## config.mk

```make
export PLATFORM = sky130hd
export DESIGN_NAME = adc_sequence_control_status
export DESIGN_NICKNAME = d
export VERILOG_FILES = /design/src/hw/adc_seq_pkg.sv /design/src/hw/adc_sequence_control_status.sv
export SDC_FILE = /design/constraint.sdc
export NUM_CORES = 1
export LEC_CHECK = 0
export ABC_CLOCK_PERIOD_IN_PS = 7600
export BUFFER_PORTS_ARGS = -buffer_cell sky130_fd_sc_hd__buf_2
export CAP_MARGIN = 15
export CORE_UTILIZATION = 60
export DETAILED_ROUTE_END_ITERATION = 12
export PLACE_DENSITY = 0.77
export SLEW_MARGIN = 20
export SYNTH_ARGS = -nofsm -noshare
export SYNTH_HDL_FRONTEND = slang
export SYNTH_SLANG_ARGS = --single-unit
```

## constraint.sdc

```tcl
create_clock -name pclk -period 7.6 [get_ports pclk]
set_clock_uncertainty 0.2 [all_clocks]
set_input_delay 0.76 -clock pclk [delete_from_list [all_inputs] [get_ports pclk]]
set_output_delay 0.76 -clock pclk [all_outputs]
set_load 0.005 [all_outputs]
```

## src/hw/adc_seq_pkg.sv

```systemverilog
// Register map, field positions, reset values and carrier types of the ADC sequence controller
package adc_seq_pkg;

    // Register byte addresses
    localparam logic [7:0] CONFIG_ADDR   = 8'h00;
    localparam logic [7:0] CONTROL_ADDR  = 8'h04;
    localparam logic [7:0] TEST_ADDR     = 8'h08;
    localparam logic [7:0] STATUS_ADDR   = 8'h0c;
    localparam logic [7:0] DONE_FLAGS_ADDR = 8'h10;
    localparam logic [7:0] RESULT_BASE   = 8'h20;
    localparam logic [7:0] RESULT_LAST   = 8'h3c;

    // Sequence control register fields
    localparam int CTL_JUSTIFY_RIGHT = 7;
    localparam int CTL_SIGNED        = 6;
    localparam int CTL_SCAN          = 5;
    localparam int CTL_MULTI         = 4;
    localparam int CTL_CHAN_LSB      = 0;

    // Sequence status register fields
    localparam int STAT_SEQ_DONE     = 7;
    localparam int STAT_TRIG_OVR     = 5;
    localparam int STAT_RES_OVR      = 4;
    localparam int STAT_COUNT_LSB    = 0;

    // Converter configuration register fields
    localparam int CFG_FAST_CLEAR    = 0;
    localparam int CFG_TRIG_LEVEL    = 1;
    localparam int CFG_TRIG_ENABLE   = 2;
    localparam int CFG_LOW_RES       = 3;
    localparam int CFG_FIFO          = 4;
    localparam int CFG_LEN_LSB       = 8;

    // Reset values
    localparam logic [7:0]  CONTROL_RESET = 8'h00;
    localparam logic [11:0] CONFIG_RESET  = 12'h000;
    localparam logic [7:0]  TEST_RESET    = 8'h00;

    // Result word bit positions
    localparam int RESULT_MSB = 15;

    // Sequence control settings, captured on every write
    typedef struct packed {
        logic       justify_right_bit;
        logic       signed_format_bit;
        logic       scan_bit;
        logic       multi_channel_bit;
        logic       unused_bit;
        logic [2:0] channel_sel;
    } seq_ctrl_s;

    // Converter configuration standing in for the other control registers
    typedef struct packed {
        logic [3:0] seq_length;
        logic [2:0] unused;
        logic       fifo_mode;
        logic       low_resolution_select;
        logic       trigger_enable;
        logic       trigger_level_select;
        logic       fast_flag_clear_enable;
    } conv_cfg_s;

    typedef enum logic [1:0] {
        SEQ_IDLE,
        SEQ_REQUEST,
        SEQ_WAIT
    } seq_state_e;

endpackage : adc_seq_pkg

```

## src/hw/adc_sequence_control_status.sv

```systemverilog
// APB sequence control and status logic of an 8-channel 10-bit converter
`timescale 1ns/1ps
`default_nettype none

// Summary of operation
// Control write aborts and restarts a sequence
// Justify bit one right, zero left
// Signed only when left justified
// Result bits 8-15/6-15 left, 0-7/0-9 right
// Signed equals unsigned with MSB inverted
// Scan bit repeats sequences back to back
// Single mode converts the selected channel
// Multi mode steps channels for sequence length
// Channel code maps directly, wraps at seven
// Done flag set at each sequence end
// Done flag cleared by one, control, fast read
// Extra trigger edge while busy flags overrun
// Trigger overrun cleared by one, config, control
// Result overrun when unread result overwritten
// Result overrun cleared by one or start
// Counter shows result slot of current conversion
// Counter reset at start and end unless FIFO
// Status writes never touch the counter
// Test register reads unpredictable, special writes
// Single mode returns idle after one sequence
module adc_sequence_control_status #(
    parameter int NUM_CHANNELS = 8,
    parameter int DATA_WIDTH   = 10
) (
    // APB clock and reset
    input  wire logic        pclk,
    input  wire logic        presetn,
    // APB slave
    input  wire logic        psel,
    input  wire logic        penable,
    input  wire logic        pwrite,
    input  wire logic [7:0]  paddr,
    input  wire logic [31:0] pwdata,
    output logic      [31:0] prdata,
    output logic             pready,
    output logic             pslverr,
    // Device mode and external trigger
    input  wire logic        special_mode,
    input  wire logic        ext_trigger,
    // Analog converter handshake
    output logic             conv_start,
    output logic      [2:0]  conv_channel,
    output logic             seq_busy,
    input  wire logic        conv_done,
    input  wire logic [9:0]  conv_data
);

    // Elaboration checks on the fixed datapath
    if (NUM_CHANNELS != 8) begin : g_chk_ch
        $error("NUM_CHANNELS must be 8");
    end
    if (DATA_WIDTH != 10) begin : g_chk_dw
        $error("DATA_WIDTH must be 10");
    end

    adc_seq_pkg::seq_ctrl_s  ctrl_q;
    adc_seq_pkg::conv_cfg_s  cfg_q;
    adc_seq_pkg::seq_state_e state_q;
    logic [7:0]  test_q;
    logic [7:0]  noise_q;
    logic        done_flag_q;
    logic        trig_ovr_q;
    logic        res_ovr_q;
    logic [2:0]  count_q;
    logic [2:0]  chan_q;
    logic [3:0]  conv_num_q;
    logic [7:0]  ccf_q;
    logic        ccf_armed_q;
    logic [15:0] result_q [8];
    logic        trig_prev_q;

    logic        setup_acc;
    logic        done_acc;
    logic        wr;
    logic        rd;
    logic        ctrl_wr;
    logic        cfg_wr;
    logic        stat_wr;
    logic        result_rd;
    logic [2:0]  result_idx;
    logic        trig_edge;
    logic        trig_start;
    logic        trig_overrun;
    logic        start_seq;
    logic        store;
    logic [3:0]  seq_len;
    logic        last_conv;
    logic        seq_end;
    logic [15:0] fmt_word;
    logic [31:0] rd_word;
    logic        rd_err;

    // Access decode; effects land on the edge where pready is seen high
    assign setup_acc  = psel && penable && !pready;
    assign done_acc   = psel && penable && pready;
    assign wr         = done_acc && pwrite && !pslverr;
    assign rd         = done_acc && !pwrite && !pslverr;
    assign ctrl_wr    = wr && (paddr == adc_seq_pkg::CONTROL_ADDR);
    assign cfg_wr     = wr && (paddr == adc_seq_pkg::CONFIG_ADDR);
    assign stat_wr    = wr && (paddr == adc_seq_pkg::STATUS_ADDR);
    assign result_rd  = rd && (paddr >= adc_seq_pkg::RESULT_BASE) && (paddr <= adc_seq_pkg::RESULT_LAST)
                        && (paddr[1:0] == 2'b00);
    assign result_idx = paddr[4:2];

    // Edge mode flags a new edge, level mode starts while high and idle
    assign trig_edge    = cfg_q.trigger_enable && !cfg_q.trigger_level_select && ext_trigger && !trig_prev_q;
    assign trig_start   = cfg_q.trigger_enable && !ctrl_wr && !cfg_wr && (state_q == adc_seq_pkg::SEQ_IDLE)
                          && (cfg_q.trigger_level_select ? ext_trigger : trig_edge);
    assign trig_overrun = trig_edge && (state_q != adc_seq_pkg::SEQ_IDLE);
    assign start_seq    = ctrl_wr || trig_start;

    // Length zero or above eight means a full eight conversions
    assign seq_len   = ((cfg_q.seq_length == 4'h0) || (cfg_q.seq_length > 4'h8)) ? 4'h8 : cfg_q.seq_length;
    assign store     = (state_q == adc_seq_pkg::SEQ_WAIT) && conv_done && !ctrl_wr && !cfg_wr;
    assign last_conv = (conv_num_q + 4'h1) == seq_len;
    assign seq_end   = store && last_conv;

    // Result formatting for the settings of the running sequence
    always_comb begin
        logic [7:0] low8;
        low8 = conv_data[9:2];
        if (ctrl_q.justify_right_bit) begin
            // Sign bit ignored when right justified
            fmt_word = cfg_q.low_resolution_select ? {8'h00, low8} : {6'h00, conv_data};
        end else begin
            fmt_word = cfg_q.low_resolution_select ? {low8, 8'h00} : {conv_data, 6'h00};
            if (ctrl_q.signed_format_bit) begin
                fmt_word[adc_seq_pkg::RESULT_MSB] = ~fmt_word[adc_seq_pkg::RESULT_MSB];
            end
        end
    end

    // Read mux
    always_comb begin
        rd_word = 32'h0000_0000;
        rd_err  = 1'b0;
        unique case (paddr)
            adc_seq_pkg::CONFIG_ADDR:     rd_word = {20'h00000, cfg_q};
            adc_seq_pkg::CONTROL_ADDR:    rd_word = {24'h000000, ctrl_q};
            adc_seq_pkg::TEST_ADDR:       rd_word = {24'h000000, test_q ^ noise_q};
            adc_seq_pkg::STATUS_ADDR:     rd_word = {24'h000000, done_flag_q, 1'b0, trig_ovr_q, res_ovr_q,
                                                     1'b0, count_q};
            adc_seq_pkg::DONE_FLAGS_ADDR: rd_word = {24'h000000, ccf_q};
            default: begin
                if ((paddr >= adc_seq_pkg::RESULT_BASE) && (paddr <= adc_seq_pkg::RESULT_LAST)
                    && (paddr[1:0] == 2'b00)) begin
                    rd_word = {16'h0000, result_q[paddr[4:2]]};
                end else begin
                    rd_err = 1'b1;
                end
            end
        endcase
    end

    // APB answer: one wait state, data and error registered
    always_ff @(posedge pclk or negedge presetn) begin
        if (!presetn) begin
            pready  <= 1'b0;
            prdata  <= 32'h0000_0000;
            pslverr <= 1'b0;
        end else begin
            pready <= setup_acc;
            if (setup_acc) begin
                prdata  <= pwrite ? 32'h0000_0000 : rd_word;
                pslverr <= rd_err;
            end else if (done_acc) begin
                pslverr <= 1'b0;
            end
        end
    end

    // Control and configuration registers
    always_ff @(posedge pclk or negedge presetn) begin
        if (!presetn) begin
            ctrl_q <= adc_seq_pkg::CONTROL_RESET;
            cfg_q  <= adc_seq_pkg::CONFIG_RESET;
        end else begin
            if (ctrl_wr) begin
                ctrl_q <= {pwdata[7:4], 1'b0, pwdata[2:0]};
            end
            if (cfg_wr) begin
                cfg_q <= {pwdata[11:8], 3'h0, pwdata[4:0]};
            end
        end
    end

    // Test register: writable only in special mode, reads mixed with a free counter
    always_ff @(posedge pclk or negedge presetn) begin
        if (!presetn) begin
            test_q  <= adc_seq_pkg::TEST_RESET;
            noise_q <= 8'h00;
        end else begin
            noise_q <= noise_q + 8'h01;
            if (wr && (paddr == adc_seq_pkg::TEST_ADDR) && special_mode) begin
                test_q <= pwdata[7:0];
            end
        end
    end

    // Trigger input history for edge detection
    always_ff @(posedge pclk or negedge presetn) begin
        if (!presetn) begin
            trig_prev_q <= 1'b0;
        end else begin
            trig_prev_q <= ext_trigger;
        end
    end

    // Sequencer; a control write wins over everything in flight
    always_ff @(posedge pclk or negedge presetn) begin
        if (!presetn) begin
            state_q    <= adc_seq_pkg::SEQ_IDLE;
            conv_num_q <= 4'h0;
            chan_q     <= 3'h0;
        end else if (start_seq) begin
            state_q    <= adc_seq_pkg::SEQ_REQUEST;
            conv_num_q <= 4'h0;
            chan_q     <= ctrl_wr ? pwdata[2:0] : ctrl_q.channel_sel;
        end else if (cfg_wr) begin
            state_q <= adc_seq_pkg::SEQ_IDLE; // Config write aborts without restart
        end else begin
            unique case (state_q)
                adc_seq_pkg::SEQ_IDLE: begin
                    state_q <= adc_seq_pkg::SEQ_IDLE;
                end
                adc_seq_pkg::SEQ_REQUEST: begin
                    state_q <= adc_seq_pkg::SEQ_WAIT;
                end
                adc_seq_pkg::SEQ_WAIT: begin
                    if (store) begin
                        if (last_conv) begin
                            conv_num_q <= 4'h0;
                            chan_q     <= ctrl_q.channel_sel;
                            // Scan restarts at once, single mode rests
                            state_q <= ctrl_q.scan_bit ? adc_seq_pkg::SEQ_REQUEST : adc_seq_pkg::SEQ_IDLE;
                        end else begin
                            conv_num_q <= conv_num_q + 4'h1;
                            if (ctrl_q.multi_channel_bit) begin
                                chan_q <= chan_q + 3'h1;
                            end
                            state_q <= adc_seq_pkg::SEQ_REQUEST;
                        end
                    end
                end
            endcase
        end
    end

    // Converter handshake outputs
    always_ff @(posedge pclk or negedge presetn) begin
        if (!presetn) begin
            conv_start   <= 1'b0;
            conv_channel <= 3'h0;
            seq_busy     <= 1'b0;
        end else begin
            conv_start   <= (state_q == adc_seq_pkg::SEQ_REQUEST) && !start_seq && !cfg_wr;
            conv_channel <= chan_q;
            seq_busy     <= (state_q != adc_seq_pkg::SEQ_IDLE);
        end
    end

    // Conversion counter; status writes never reach it
    always_ff @(posedge pclk or negedge presetn) begin
        if (!presetn) begin
            count_q <= 3'h0;
        end else if (start_seq && !cfg_q.fifo_mode) begin
            count_q <= 3'h0;
        end else if (store) begin
            // Wraps naturally at seven
            count_q <= (last_conv && !cfg_q.fifo_mode) ? 3'h0 : count_q + 3'h1;
        end
    end

    // Result storage, one slot per counter value
    always_ff @(posedge pclk or negedge presetn) begin
        if (!presetn) begin
            for (int i = 0; i < 8; i++) begin
                result_q[i] <= 16'h0000;
            end
        end else if (store) begin
            result_q[count_q] <= fmt_word;
        end
    end

    // Per-result completion flags; set beats a read clear, control write beats set
    always_ff @(posedge pclk or negedge presetn) begin
        if (!presetn) begin
            ccf_q       <= 8'h00;
            ccf_armed_q <= 1'b0;
        end else if (ctrl_wr) begin
            ccf_q       <= 8'h00;
            ccf_armed_q <= 1'b0;
        end else begin
            if (rd && (paddr == adc_seq_pkg::DONE_FLAGS_ADDR)) begin
                ccf_armed_q <= 1'b1;
            end else if (result_rd) begin
                ccf_armed_q <= 1'b0;
            end
            if (result_rd && (cfg_q.fast_flag_clear_enable || ccf_armed_q)) begin
                ccf_q[result_idx] <= 1'b0;
            end
            if (store) begin
                ccf_q[count_q] <= 1'b1;
            end
        end
    end

    // Sequence done flag
    always_ff @(posedge pclk or negedge presetn) begin
        if (!presetn) begin
            done_flag_q <= 1'b0;
        end else if (ctrl_wr) begin
            done_flag_q <= 1'b0;
        end else if (seq_end) begin
            done_flag_q <= 1'b1;
        end else if ((stat_wr && pwdata[adc_seq_pkg::STAT_SEQ_DONE])
                     || (result_rd && cfg_q.fast_flag_clear_enable)) begin
            done_flag_q <= 1'b0;
        end
    end

    // Trigger overrun flag
    always_ff @(posedge pclk or negedge presetn) begin
        if (!presetn) begin
            trig_ovr_q <= 1'b0;
        end else if (ctrl_wr || cfg_wr) begin
            trig_ovr_q <= 1'b0;
        end else if (trig_overrun) begin
            trig_ovr_q <= 1'b1;
        end else if (stat_wr && pwdata[adc_seq_pkg::STAT_TRIG_OVR]) begin
            trig_ovr_q <= 1'b0;
        end
    end

    // Result overrun flag
    always_ff @(posedge pclk or negedge presetn) begin
        if (!presetn) begin
            res_ovr_q <= 1'b0;
        end else if (start_seq) begin
            res_ovr_q <= 1'b0;
        end else if (store && ccf_q[count_q]) begin
            res_ovr_q <= 1'b1;
        end else if (stat_wr && pwdata[adc_seq_pkg::STAT_RES_OVR]) begin
            res_ovr_q <= 1'b0;
        end
    end

endmodule : adc_sequence_control_status

`default_nettype wire

```

## Yosys cells after proc, flatten, opt, wreduce, memory -nomap -nowiden

Cells that the tools add are included.

| word-level totals | value |
|---|---|
| register bits | 224 |
| input port bits | 58 |
| output and inout port bits | 39 |
| word-level logic and storage cells | 203 |

| cells by class | value |
|---|---|
| add/sub/neg operators | 4 |
| $lt $le $gt $ge | 10 |
| equality and inequality tests | 9 |
| mux-type cells | 62 |
| bitwise logic cells | 7 |
| reductions and logical operators | 74 |

Operator list:

| kind | number |
|---|---|
| 128-bit bitwise mux | 1 |
| 16-bit two-way mux | 5 |
| 16-bit case mux with 5 select lines | 1 |
| 16-bit binary-select mux with 3-bit select | 1 |
| 16-bit demux with 3-bit select | 1 |
| 1-bit logical AND | 43 |
| 8-bit two-way mux | 5 |
| 32-bit two-way mux | 1 |
| 3-bit two-way mux | 10 |
| 4-bit two-way mux | 6 |
| 1-bit two-way mux | 23 |
| 8-bit by 4-bit == test with 1-bit output, second input constant | 2 |
| 3-bit nonzero test | 5 |
| 10-bit two-way mux | 1 |
| 2-bit nonzero test | 5 |
| 1-bit logical NOT | 9 |
| 8-bit by 1-bit adder with 8-bit output, second input constant | 1 |
| 8-bit bitwise AND | 1 |
| 8-bit by 3-bit == test with 1-bit output, second input constant | 1 |
| 8-bit by 5-bit == test with 1-bit output, second input constant | 1 |
| 4-bit >= comparator, second input constant | 2 |
| 8-bit by 6-bit >= comparator with 1-bit output, second input constant | 1 |
| 8-bit by 6-bit <= comparator with 1-bit output, second input constant | 1 |
| 8-bit logical NOT | 1 |
| other kinds (26) | 38 |

## Longest topological paths before layout

| depth | value |
|---|---|
| word-level depth | 14 |
| gate-level depth with buffers | 9 |
| depth with buffers taken out | 7 |

## Least setup slack after synthesis

Ideal clock, no wire load.

| timing path | value |
|---|---|
| path type | input-to-reg |
| from | input paddr[3] |
| to | register result_q[37] (netlist name) |
| setup time | 0.125 ns |
| arrival time | 2.571 ns |
| required time | 7.275 ns |
| setup slack | 4.704 ns |
| stages | 8 |
| path buffers | 3 |
| path through | buf_2 or4bb_1 nor4_4 nor2b_1 buf_2 nand4b_2 buf_6 mux2_2 |

| on the way | value |
|---|---|
| cells in the longest elaborated chain, start to end | 5 |
| elaborated cells on any way between the ends | 8 |
| classes of those cells | 1 x eq/ne; 7 x reduce/logical |

Ends and longest elaborated chain:

| what | RTL line | source |
|---|---|---|
| start, declared | adc_sequence_control_status.sv:37 | `input wire logic [7:0] paddr,` |
| 8-bit by 3-bit == test with 1-bit output | adc_sequence_control_status.sv:103 | `assign ctrl_wr = wr && (paddr == adc_seq_pkg::CONTROL_ADDR);` |
| 1-bit logical AND | adc_sequence_control_status.sv:103 |  |
| 1-bit logical NOT | adc_sequence_control_status.sv:119 | `assign store = (state_q == adc_seq_pkg::SEQ_WAIT) && conv_done && !ctrl_wr && !cfg_wr;` |
| 1-bit logical AND | adc_sequence_control_status.sv:119 |  |
| 1-bit logical AND (*) | adc_sequence_control_status.sv:119 |  |
| end signal, assigned by index | adc_sequence_control_status.sv:286 | `result_q[count_q] <= fmt_word;` |
| end, declared | adc_sequence_control_status.sv:74 | `logic [15:0] result_q [8];` |

Mark *: on every way between the ends. The rest lies on a longest branch, timed or not.
A chain may end at the register's enable or synchronous reset.

## Worst setup path in the final report

| timing path | value |
|---|---|
| from | input paddr[3] |
| to | register chan_q[0] |

| on the way | value |
|---|---|
| cells in the longest elaborated chain, start to end | 10 |
| elaborated cells on any way between the ends | 20 |
| classes of those cells | 2 x eq/ne; 2 x mux; 16 x reduce/logical |

Ends and longest elaborated chain:

| what | RTL line | source |
|---|---|---|
| 8-bit by 3-bit == test with 1-bit output | adc_sequence_control_status.sv:103 |  |
| 1-bit logical AND | adc_sequence_control_status.sv:103 |  |
| 1-bit logical NOT | adc_sequence_control_status.sv:112, adc_sequence_control_status.sv:119 |  |
| 1-bit logical AND (3 in series) | adc_sequence_control_status.sv:112 | `assign trig_start = cfg_q.trigger_enable && !ctrl_wr && !cfg_wr && (state_q == adc_seq_pkg::SEQ_IDLE)` |
| 1-bit logical AND | adc_sequence_control_status.sv:113 | `&& (cfg_q.trigger_level_select ? ext_trigger : trig_edge);` |
| 1-bit logical OR | adc_sequence_control_status.sv:115 | `assign start_seq = ctrl_wr \|\| trig_start;` |
| 2-bit by 1-bit != test with 1-bit output (no source line) (tied with other cells) | n/a |  |
| 4-bit AND reduction (no source line) | n/a |  |
| end signal, assigned | adc_sequence_control_status.sv:223 | `chan_q <= ctrl_wr ? pwdata[2:0] : ctrl_q.channel_sel;` |
| end signal, assigned | adc_sequence_control_status.sv:238 | `chan_q <= ctrl_q.channel_sel;` |
| end signal, assigned | adc_sequence_control_status.sv:244 | `chan_q <= chan_q + 3'h1;` |
| end, declared | adc_sequence_control_status.sv:70 | `logic [2:0] chan_q;` |

Parallel ways exist; a longest one is shown, timed or not.

==> results.md <==
* Status: finished clean
* First-pass GRT wire length at approximately 38 mm
* Synthesized flop and latch total at about 210
* CP required at 7.76 ns
* Clock Path Buffers at 3
* Crit path largest cell delay at ~0.8 ns
* Dpl cell area at ~10000 um^2
* Worst ir drop on vdd at between 0.15 and 0.2 mV
* Total Power at 2895 uW
* Clock root buffer master: clkbuf_16
* Crit-path cells: buf_2, buf_4, or4bb_1, nor4_4, mux2i_1, a21boi_0, a221oi_1
* Mapped Cells at 830
* DIE WIDTH at 131.4 um
* Worst-path clk slew at ~0.06 ns
* Final core occ at 68.68%
* Chip height at roughly 130 um
* Max Cap Viol at 0
* Total I/O pin count at between 90 and 100
* Post-CTS Resized at 0
* Ys flop type: dfrtp_1
* Most instantiated cells after synthesis: 208 x dfrtp_1, 73 x nand2_1, 59 x o21ai_0, 57 x mux2_2, 50 x nor2_1
* Final ANT Viol Nets at 0
* First-pass DRT Iterations at 5
* Dpl cells at approximately 1.1k
* WL final at ~23 mm
* CTS tree: built
* Post-DR wirelength/cell at ~21 um
* GP Congestion at around 0.89
* Kind of end point of the critical path: register
* GRT overflow at 0
* Total power per unit cell area at around 260 nW/um^2
* DRC at 0
* Rel. slew slack at 33.02%
* Die area at 17260 um^2
* Share of cells above drive strength 1 at 24.26%
* Area delta synth->final at 10.18%
* Cell Rows at 46
* R2R Path End: chan_q[0]
* Crit Path Max Fanout at 52
* Post-synth ARST share at 100.0%
* Yosys top cell area share at a little over 50%
* CP startpoint: paddr[3]
* Final period utilization at a little under half
* Reg2Reg Depth at 5
* Clock sinks at 208
* Post-CTS setup buffer count at 0
* Port Buffers at 60
* Vias post-DR at a little under 7k
* Setup TNS at 0 ns
* Leakage Power at approximately 0.0052 uW
* Final-stage net count at a little over 900
* Setup slack, reg-to-reg at ~4.7 ns
* Synth area leader: dfrtp_1
* RSZ-0062 raised after global routing: no
* CTS Buf Count at 22
* Syn Area/Cell at about 12 um^2
* Fmax achieved at 0.2870 GHz
* CP max-delay cell: mux2i_1
* Tightest Pin Transition at between 1 and 1.5 ns
* DP HPWL at about 15 mm
* Seq/Total Area, Yosys at approximately 52%
* Yosys cell types at 61
* Initial antenna violation count at 1
* Synth top area cells: dfrtp_1 52%, mux4_2 8.5%, mux2_2 6.4%
* Number of global-route vias before repair at between 7k and 8k
* Most common cell in the synthesized netlist: dfrtp_1
* Endpoints failing setup at 0
* Clk_lat worst skew at 0.52 ns
* Hold Fails Final Rpt at 0
* Pins Over Slew Limit at 0
* H-tree levels at 1
* Crit Path Class: primary input to register
* DR vias/cell at around 6.3
* Post-synth EDFFs at 0
* Fin cells at approximately 1.1k
* Number of hold buffers added after CTS at 0
* 1st-iter DRT viols at about 640
* Fin area at around 11000 um^2
* Fill count at around 1.1k
* Synth warn at 0
* Post-synthesis cell area at between 10000 and 15000 um^2
* CP Capture Point: chan_q[0]
* Crit path DAT at about 3.7 ns
* Initial core utilization at between 60 and 70%
* Hold Path Class: primary input to async pin
* Final period demand of the worst path at approximately 3.5 ns
* Core Area at between 15000 and 20000 um^2
* Largest net degree at the start of global routing at 127
* Worst reg2reg path startpoint: pslverr
* CP startpoint kind: primary input
* GRT Util Overall at between 20% and 30%
cells by family (layout without fill, tap and decap cells):
| logic type | count (synthesis) | after routing | share of synthesized area [%] |
|---|---|---|---|
| other | 1 | 17 | 0.03733 |
| adder cells (fa/ha/maj) | 4 | 4 | 0.4982 |
| flip-flops | 208 | 208 | 51.81 |
| AO/OA/AOI/OAI | 136 | 136 | 7.971 |
| AND/OR/NAND/NOR | 224 | 224 | 11.62 |
| buffers and inverters | 74 | 111 | 4.110 |
| XOR/XNOR | 22 | 22 | 1.918 |
| multiplexers | 161 | 161 | 22.03 |
flip-flops by register name, indices dropped and copies added (netlist names):
| signal | count |
|---|---|
| result_q | 128 |
| prdata | 16 |
| cfg_q | 9 |
| ccf_q | 8 |
| noise_q | 8 |
| test_q | 8 |
| ctrl_q | 7 |
| conv_num_q | 4 |
| chan_q | 3 |
| conv_channel | 3 |
| count_q | 3 |
| state_q | 2 |
| ccf_armed_q | 1 |
| conv_start | 1 |
| done_flag_q | 1 |
| pready | 1 |
| pslverr | 1 |
| res_ovr_q | 1 |
| seq_busy | 1 |
| trig_ovr_q | 1 |
| trig_prev_q | 1 |
routing by layer:
metal | GRT usage, % | vias to the layer above | part of all wire, %
li1 | - | 3048 | -
met1 | 39.01 | 3490 | 41
met2 | 46.19 | 297 | 49
met3 | 5.401 | 54 | 8.1
met4 | 8.656 | 0 | 2.6
met5 | 0 | - | 0
cells in the final DEF, fill, tap and decap left out, types with 3 or more instances in the layout:
cell type and n:
mux2_1 44, ha_1 4, mux2_2 57, buf_4 8, mux4_2 38, nor4_2 3, clkbuf_1 5, o211ai_1 4
nor2b_1 22, a22oi_1 5, or2_2 3, xor2_1 11, nor4b_1 4, a21oi_1 38, clkbuf_16 22, clkbuf_8 7
nand3_1 20, nand4_1 4, dfrtp_1 208, nand2b_1 15, nor2_1 49, inv_1 7, o21ai_0 59, o22ai_1 4
nand2_1 73, nor4_1 3, a211oi_1 4, buf_2 59, mux2i_1 22, xnor2_1 11, nor3_1 4, conb_1 16
a32o_1 9
area by class of cell:
cell class	instances	area, um^2	share of cell area [%]
flip-flops and latches	208	5205	47.03
multi-input cells	563	4511	40.75
clock buffers	33	651.9	5.890
repair buffers	69	380.4	3.437
well taps	216	270.3	2.442
inverters	7	26.28	0.2374
clock inverters	2	21.27	0.1922
diodes	1	2.502	0.02261
worst max-delay path, delay by kind of cell:
family                 cells  cell delay (ns)
AND/OR/NAND/NOR            2             1.04
buffers and inverters      2             0.44
AO/OA/AOI/OAI              2             0.58
multiplexers               1             0.80
how the worst min path moves through the flow:
stage                                 end
after global placement    conv_channel[1]
after global routing          trig_prev_q
final                     conv_channel[1]
after detailed placement  conv_channel[2]
after floorplan           conv_channel[1]
after CTS                     trig_prev_q
stage by stage:
| stage | worst slack [ns] | hold WS [ns] |
|---|---|---|
| global route | 3.990 | 0.1792 |
| floorplan | 4.704 | 0.1780 |
| CTS | 3.965 | 0.1777 |
| global placement | 3.522 | 0.2028 |
| finish | 4.116 | 0.1819 |
| detailed placement | 3.459 | 0.2164 |
report_power, final:
part           leakage, uW  switching (uW)  internal [uW]
sequential         0.00280             145           1290
combinational      0.00210             226            231
clock             0.000331             419            587
No activity file was read; power rests on OpenSTA's default activity.
